==> config.mk <==
export PLATFORM = sky130hd
export DESIGN_NAME = aims_mux_select
export DESIGN_NICKNAME = d
export VERILOG_FILES = /design/src/verilog/aims_pkg.sv /design/src/verilog/aims_mux_select.sv
export SDC_FILE = /design/constraint.sdc
export NUM_CORES = 1
export LEC_CHECK = 0
export BUFFER_PORTS_ARGS = -buffer_cell sky130_fd_sc_hd__buf_4
export CORE_UTILIZATION = 50
export DETAILED_ROUTE_END_ITERATION = 6
export GPL_ROUTABILITY_DRIVEN = 0
export PLACE_DENSITY = 0.93
export SYNTH_ARGS = -nofsm -noshare
export SYNTH_HDL_FRONTEND = slang
export SYNTH_SLANG_ARGS = --single-unit
==> constraint.sdc <==
create_clock -name clk -period 2.48 [get_ports clk]
set_input_delay 0.124 -clock clk [delete_from_list [all_inputs] [get_ports clk]]
set_output_delay 0.124 -clock clk [all_outputs]
set_load 0.005 [all_outputs]
==> src/verilog/aims_pkg.sv <==
// Constants for the converter input multiplexer select registers
// Summary of operation
// - Positive codes 0-15 pick port 0 pins 0-7 then port 1 pins 0-7.
// - Positive code 16 picks temperature sensor, 17 picks supply rail.
// - Negative codes 0-15 pick port pins likewise; 16 picks voltage reference.
// - Negative code 17 picks ground and makes conversions single-ended.
// - Any other negative selection means differential conversion.
// - Codes 18-21 pick port 2 pins 0-3 on large packages; 22-31 none.
// - Sensor enable powers the sensor; disabled output floats, results invalid.
package aims_pkg;
  localparam logic [7:0] NEG_SEL_ADDR = 8'hba;
  localparam logic [7:0] POS_SEL_ADDR = 8'hbb;
  localparam logic [4:0] SEL_RESET = 5'h1f;
  localparam int SEL_W = 5;
  localparam int SRC_W = 22;
  localparam logic [4:0] CODE_PORT_LAST = 5'h0f;
  localparam logic [4:0] CODE_TEMP = 5'h10;
  localparam logic [4:0] CODE_VREF = 5'h10;
  localparam logic [4:0] CODE_SUPPLY = 5'h11;
  localparam logic [4:0] CODE_GND = 5'h11;
  localparam logic [4:0] CODE_P2_FIRST = 5'h12;
  localparam logic [4:0] CODE_P2_LAST = 5'h15;
endpackage

==> src/verilog/aims_mux_select.sv <==
// Select registers and one-hot decode for the converter input multiplexer
`timescale 1ns/1ps
`default_nettype none
module aims_mux_select
  import aims_pkg::*;
#(
  parameter bit LARGE_PACKAGE = 1'b1
) (
  // Clock and reset
  input wire logic clk,
  input wire logic rst_b,
  // Special-function-register bus
  input wire logic [7:0] sfr_addr,
  input wire logic [7:0] sfr_wdata,
  input wire logic sfr_wr,
  input wire logic sfr_rd,
  output logic [7:0] sfr_rdata,
  output logic sfr_hit,
  // Sensor control from the reference-control register
  input wire logic temp_sensor_enable,
  // Multiplexer selections, one-hot or all zero when no source matches: [15:0] port 0/1, 16, 17, [21:18] port 2
  output logic [SRC_W-1:0] pos_sel,
  output logic [SRC_W-1:0] neg_sel,
  output logic single_ended,
  output logic differential,
  output logic temp_sensor_power,
  output logic temp_result_valid
);
  logic [SEL_W-1:0] positive_input_select;
  logic [SEL_W-1:0] negative_input_select;

  always_ff @(posedge clk) begin
    if (!rst_b) begin
      positive_input_select <= SEL_RESET;
    end else if (sfr_wr && sfr_addr == POS_SEL_ADDR) begin
      positive_input_select <= sfr_wdata[SEL_W-1:0];
    end
  end

  always_ff @(posedge clk) begin
    if (!rst_b) begin
      negative_input_select <= SEL_RESET;
    end else if (sfr_wr && sfr_addr == NEG_SEL_ADDR) begin
      negative_input_select <= sfr_wdata[SEL_W-1:0];
    end
  end

  always_comb begin
    sfr_hit = sfr_rd && (sfr_addr == POS_SEL_ADDR ||
                         sfr_addr == NEG_SEL_ADDR);
    if (sfr_addr == POS_SEL_ADDR) begin
      sfr_rdata = {3'h0, positive_input_select};
    end else if (sfr_addr == NEG_SEL_ADDR) begin
      sfr_rdata = {3'h0, negative_input_select};
    end else begin
      sfr_rdata = 8'h00;
    end
  end

  // Per-source match; codes above the port 2 range match no source
  logic [SRC_W-1:0] src_present;
  logic [SRC_W-1:0] next_pos_sel;
  logic [SRC_W-1:0] next_neg_sel;

  for (genvar i = 0; i < SRC_W; i++) begin : g_src
    assign src_present[i] = LARGE_PACKAGE || i < CODE_P2_FIRST;
    assign next_pos_sel[i] = src_present[i] &&
      positive_input_select == SEL_W'(i);
    assign next_neg_sel[i] = src_present[i] &&
      negative_input_select == SEL_W'(i);
  end

  always_ff @(posedge clk) begin
    if (!rst_b) begin
      pos_sel <= '0;
    end else begin
      pos_sel <= next_pos_sel;
    end
  end

  always_ff @(posedge clk) begin
    if (!rst_b) begin
      neg_sel <= '0;
    end else begin
      neg_sel <= next_neg_sel;
    end
  end

  // Ground as negative input is the only single-ended case
  always_ff @(posedge clk) begin
    if (!rst_b) begin
      single_ended <= 1'b0;
    end else begin
      single_ended <= negative_input_select == CODE_GND;
    end
  end

  always_ff @(posedge clk) begin
    if (!rst_b) begin
      differential <= 1'b1;
    end else begin
      differential <= negative_input_select != CODE_GND;
    end
  end

  // Sensor reading only meaningful when powered and routed single-ended
  always_ff @(posedge clk) begin
    if (!rst_b) begin
      temp_sensor_power <= 1'b0;
    end else begin
      temp_sensor_power <= temp_sensor_enable;
    end
  end

  always_ff @(posedge clk) begin
    if (!rst_b) begin
      temp_result_valid <= 1'b0;
    end else begin
      temp_result_valid <= temp_sensor_enable &&
        positive_input_select == CODE_TEMP &&
        negative_input_select == CODE_GND;
    end
  end

  // Decode checks

  pos_decode_a: assert property (
    @(posedge clk) disable iff (!rst_b)
    sfr_wr && sfr_addr == POS_SEL_ADDR &&
    sfr_wdata[SEL_W-1:0] == CODE_TEMP
    |=> ##1 pos_sel[CODE_TEMP] && $onehot(pos_sel))
    else $error("sensor not selected");

  neg_gnd_a: assert property (
    @(posedge clk) disable iff (!rst_b)
    sfr_wr && sfr_addr == NEG_SEL_ADDR &&
    sfr_wdata[SEL_W-1:0] == CODE_GND
    |=> ##1 single_ended && !differential && neg_sel[CODE_GND])
    else $error("ground not single-ended");

  mode_excl_a: assert property (
    @(posedge clk) disable iff (!rst_b)
    $past(rst_b) |-> single_ended != differential)
    else $error("mode flags clash");

  read_top_a: assert property (
    @(posedge clk) disable iff (!rst_b)
    sfr_rdata[7:5] == 3'h0)
    else $error("upper bits nonzero");

  port_code_a: assert property (
    @(posedge clk) disable iff (!rst_b)
    positive_input_select <= CODE_PORT_LAST
    |=> pos_sel == (22'h1 << $past(positive_input_select)))
    else $error("port decode wrong");

  none_code_a: assert property (
    @(posedge clk) disable iff (!rst_b)
    negative_input_select > CODE_P2_LAST |=> neg_sel == '0)
    else $error("reserved code selects");

  vref_code_a: assert property (
    @(posedge clk) disable iff (!rst_b)
    negative_input_select == CODE_VREF
    |=> neg_sel[CODE_VREF] && $onehot(neg_sel) && differential)
    else $error("reference not selected");

  temp_valid_a: assert property (
    @(posedge clk) disable iff (!rst_b)
    !temp_sensor_enable |=> !temp_result_valid)
    else $error("unpowered sensor valid");

  supply_code_a: assert property (
    @(posedge clk) disable iff (!rst_b)
    positive_input_select == CODE_SUPPLY
    |=> pos_sel[CODE_SUPPLY] && $onehot(pos_sel))
    else $error("supply not selected");

  neg_port_a: assert property (
    @(posedge clk) disable iff (!rst_b)
    negative_input_select <= CODE_PORT_LAST
    |=> neg_sel == (22'h1 << $past(negative_input_select)))
    else $error("negative port decode wrong");

  p2_code_a: assert property (
    @(posedge clk) disable iff (!rst_b)
    positive_input_select >= CODE_P2_FIRST &&
    positive_input_select <= CODE_P2_LAST
    |=> $onehot(pos_sel) == LARGE_PACKAGE)
    else $error("port 2 decode wrong");

  pos_none_a: assert property (
    @(posedge clk) disable iff (!rst_b)
    positive_input_select > CODE_P2_LAST |=> pos_sel == '0)
    else $error("reserved positive code selects");

  diff_mode_a: assert property (
    @(posedge clk) disable iff (!rst_b)
    negative_input_select != CODE_GND |=> differential && !single_ended)
    else $error("differential mode missing");

  // Register write checks

  neg_write_a: assert property (
    @(posedge clk) disable iff (!rst_b)
    sfr_wr && sfr_addr == NEG_SEL_ADDR
    |=> negative_input_select == $past(sfr_wdata[SEL_W-1:0]))
    else $error("negative write lost");

  pos_write_a: assert property (
    @(posedge clk) disable iff (!rst_b)
    sfr_wr && sfr_addr == POS_SEL_ADDR
    |=> positive_input_select == $past(sfr_wdata[SEL_W-1:0]))
    else $error("positive write lost");

  other_addr_a: assert property (
    @(posedge clk) disable iff (!rst_b)
    sfr_wr && sfr_addr != POS_SEL_ADDR && sfr_addr != NEG_SEL_ADDR
    |=> $stable(positive_input_select) && $stable(negative_input_select))
    else $error("foreign write landed");

  // Sensor and reset checks

  power_follow_a: assert property (
    @(posedge clk) disable iff (!rst_b)
    $past(rst_b) |-> temp_sensor_power == $past(temp_sensor_enable))
    else $error("sensor power lags enable");

  temp_valid_set_a: assert property (
    @(posedge clk) disable iff (!rst_b)
    temp_sensor_enable && positive_input_select == CODE_TEMP &&
    negative_input_select == CODE_GND |=> temp_result_valid)
    else $error("sensor reading not valid");

  reset_out_a: assert property (
    @(posedge clk)
    !rst_b |=> pos_sel == '0 && neg_sel == '0 && !single_ended &&
    differential && !temp_sensor_power && !temp_result_valid)
    else $error("outputs not cleared by reset");

endmodule // aims_mux_select
`default_nettype wire

==> results.md <==
- Cts repair resizes: 0
- Final Cell Area: 2680 sq um
- Top_reg_cell synth: dfxtp_1
- Area contributors post-synth: dfxtp_1, mux2i_1, nor2_1
- Crit path buf inv count: 1
- Vias in the first global route: 1426
- Die outline width: 63.6 um
- Drt total wl: 4.13 mm
- Post-layout util: 0.733
- F_max: a little over 0.7 GHz
- Share of cells above drive strength 1: 0.343
- Final TNS setup: 0 ps
- Hold-critical path depth: 2
- Most frequent cell after synthesis: dfxtp_1
- Hold Fails Final Rpt: 0
- DIE HEIGHT: approximately 64 um
- # DRC: 0
- Yosys top cell by area: dfxtp_1
- Num CTS Buffers: 9
- Syn_area_per_cell: ~10 sq um
- Ys async rst share: 0
- Worst slew pin tran: 574 ps
- Final WS setup: 1100 ps
- Number of enable flip-flop cells after synthesis: 0
- Die area: a little over 4000 sq um
- Initial antenna violation count: 0
- Reg2reg end: temp_result_valid
- Layout area overhead: 41.4%
- All-Layer GR Usage: 0.220
- Seq/Total Area, Yosys: 0.601
- Worst slack, placed: approximately 1100 ps
- Initial Util: 0.518
- NumNets Final: roughly 280
- CP delay by family, top: flip-flops
- Yosys top cell area share: 0.601
- CP Max Fanout: 11
- CP max stage delay: between 500 and 600 ps
- Hold Crit Start: temp_sensor_enable
- Arr. time, crit path: 1250 ps
- Antenna Nets Post-Route: 0
- Skew-Pair Late Insertion Delay: 320 ps
- Synth Register Bits: 57
- Reg2Reg Launch Point: negative_input_select[2]
- Clock tree sinks: 57
- DR pass1 iterations: 4
- WHS Endpoint: temp_sensor_power
- Top cell types by occurrence after synthesis: dfxtp_1, nor2_1, mux2i_1
- I/O pin cnt: 78
- Slowest-stage cell, CP: dfxtp_1
- Highest metal used: met4
- Slew headroom: 0.615
- Filler cell count: 272
- Hold Buf Count CTS: 0
- TritonCTS clock tree: built
- Hpwl dp: between 2 and 3 mm
- Met3 wire len: 264 um
- Crit path required time: 2360 ps
- Vias: 1505
- Clk_skew: 3.73 ps
- R2R depth: 3
- WS Path Type: register to primary output
- Antenna Cells: 0
- R2R Setup Slk: 1130 ps
- Post-CTS setup buffer count: 0
- Status: complete, no violations
- Cells after synthesis: 187
- Met1 wire length: 1.71 mm
- Row Count: 22
- CP Cell Sequence: mux2i_1 > nor2_1 > buf_4
- Yosys warns: 0
- Placed Area: 2440 sq um
- Met2 Wirelength: between 2 and 2.5 mm
- Routed WL per cell: 13.2 um
- Port bufs: 71
- Leakage: 1.19 nW
- CTS root buf: clkbuf_8
- Drt initial violations: a little under 80
- Core ar.: 3660 sq um
- Design Power: 1.99 mW
- Synth cell types: 24
- Setup violations, final: 0
- DR vias/cell: 4.81
- Final period utilization: 0.555
- Type of the most critical hold path: input pin to register
- First-pass GRT wire length: 6.62 mm
- H-tree Lvls: 3
- Clk pin slew, worst setup/hold paths: 60 ps
- CP startpoint kind: register
- MaxCap Viol Count: 0
- Syn Std Cell Area: about 1900 sq um
- Largest net degree at the start of global routing: 19
- Max Slew Vio Count: 0
- Crit. path cell count: 3
- Max VDD drop: ~0.00034 V
- CTS max path bufs: 2
- Worst setup EP type: primary output
- Gr ovfl total: 0
- Min cycle time layout: around 1400 ps
- Power per cell area: approximately 740 nW/um^2
- RSZ-0062 raised after global routing: false
-- power breakdown --
group          internal (mW)  switching (mW)  total (mW)
sequential             0.917        0.000844       0.918
clock                  0.689           0.338        1.03
combinational         0.0270          0.0183      0.0453
total                   1.63           0.357        1.99
-- sequential cells by signal, summed over array words and instances, names as in the netlist --
signal                 count
differential               1
temp_sensor_power          1
negative_input_select      5
positive_input_select      5
temp_result_valid          1
pos_sel                   22
neg_sel                   22
-- final cells by class --
| type | count | area (sq um) | area share |
|---|---|---|---|
| tap | 48 | 60.1 | 0.0224 |
| multi-input combinational | 117 | 692 | 0.258 |
| timing repair buffer | 71 | 533 | 0.199 |
| sequential | 57 | 1140 | 0.425 |
| inverter | 4 | 15.0 | 0.00559 |
| clock inverter | 6 | 105 | 0.0392 |
| clock buffer | 10 | 138 | 0.0513 |
-- worst max-delay path by stage --
stage	start	endpoint	slack, ps
3_5_place_dp	sfr_addr[2]	positive_input_select[0]	1100
5_1_grt	negative_input_select[3]	sfr_rdata[3]	1010
2_1_floorplan	negative_input_select[1]	neg_sel[1]	1340
4_1_cts	negative_input_select[3]	sfr_rdata[3]	1080
3_3_place_gp	sfr_addr[2]	positive_input_select[2]	1170
6_report	negative_input_select[3]	sfr_rdata[3]	1100
-- cell usage in the layout, fill, tap and decap left out --
cell type / Yosys / layout
mux2i_1: 15 / 15
clkbuf_8: 0 / 10
nor2_1: 40 / 40
nor3_2: 2 / 2
nand2_1: 7 / 7
nor3b_1: 2 / 2
buf_4: 4 / 71
nor3b_2: 1 / 1
nand2b_1: 8 / 8
or3b_1: 2 / 2
dfxtp_1: 57 / 57
or2_1: 2 / 2
bufinv_16: 0 / 3
nor2b_1: 14 / 14
nor4_4: 1 / 1
conb_1: 1 / 3
nor3_1: 8 / 8
nand3b_1: 4 / 4
nor4_1: 1 / 1
and2_1: 1 / 1
or3_1: 1 / 1
clkinv_2: 0 / 3
nand3_1: 4 / 4
nand4b_1: 1 / 1
inv_1: 4 / 4
-- worst reg2reg max path, delay by kind of cell (launching register included) --
kind / cells / cell delay, ps
AND/OR/NAND/NOR: 3 / 850
flip-flops: 1 / 420
-- per-layer routing --
layer / GRT usage / vias to the layer above
li1: - / 744
met1: 0.246 / 690
met2: 0.378 / 63
met3: 0.0725 / 8
met4: 0.0938 / 0
met5: 0 / -
-- through the flow --
stage | hold WS (ps) | cells
after floorplan | 246 | 189
after global placement | 339 | 297
after detailed placement | 359 | 297
after CTS | 14.8 | 313
after global routing | 30.1 | 313
final | 22.6 | 313
-- cells by family after synthesis --
logic type,count (synthesis),share of synthesized area
buffers and inverters,15,0.0382
flip-flops,57,0.601
other,1,0.00198
multiplexers,15,0.0791
AND/OR/NAND/NOR,99,0.280
Power figures use the tool's default switching activity.
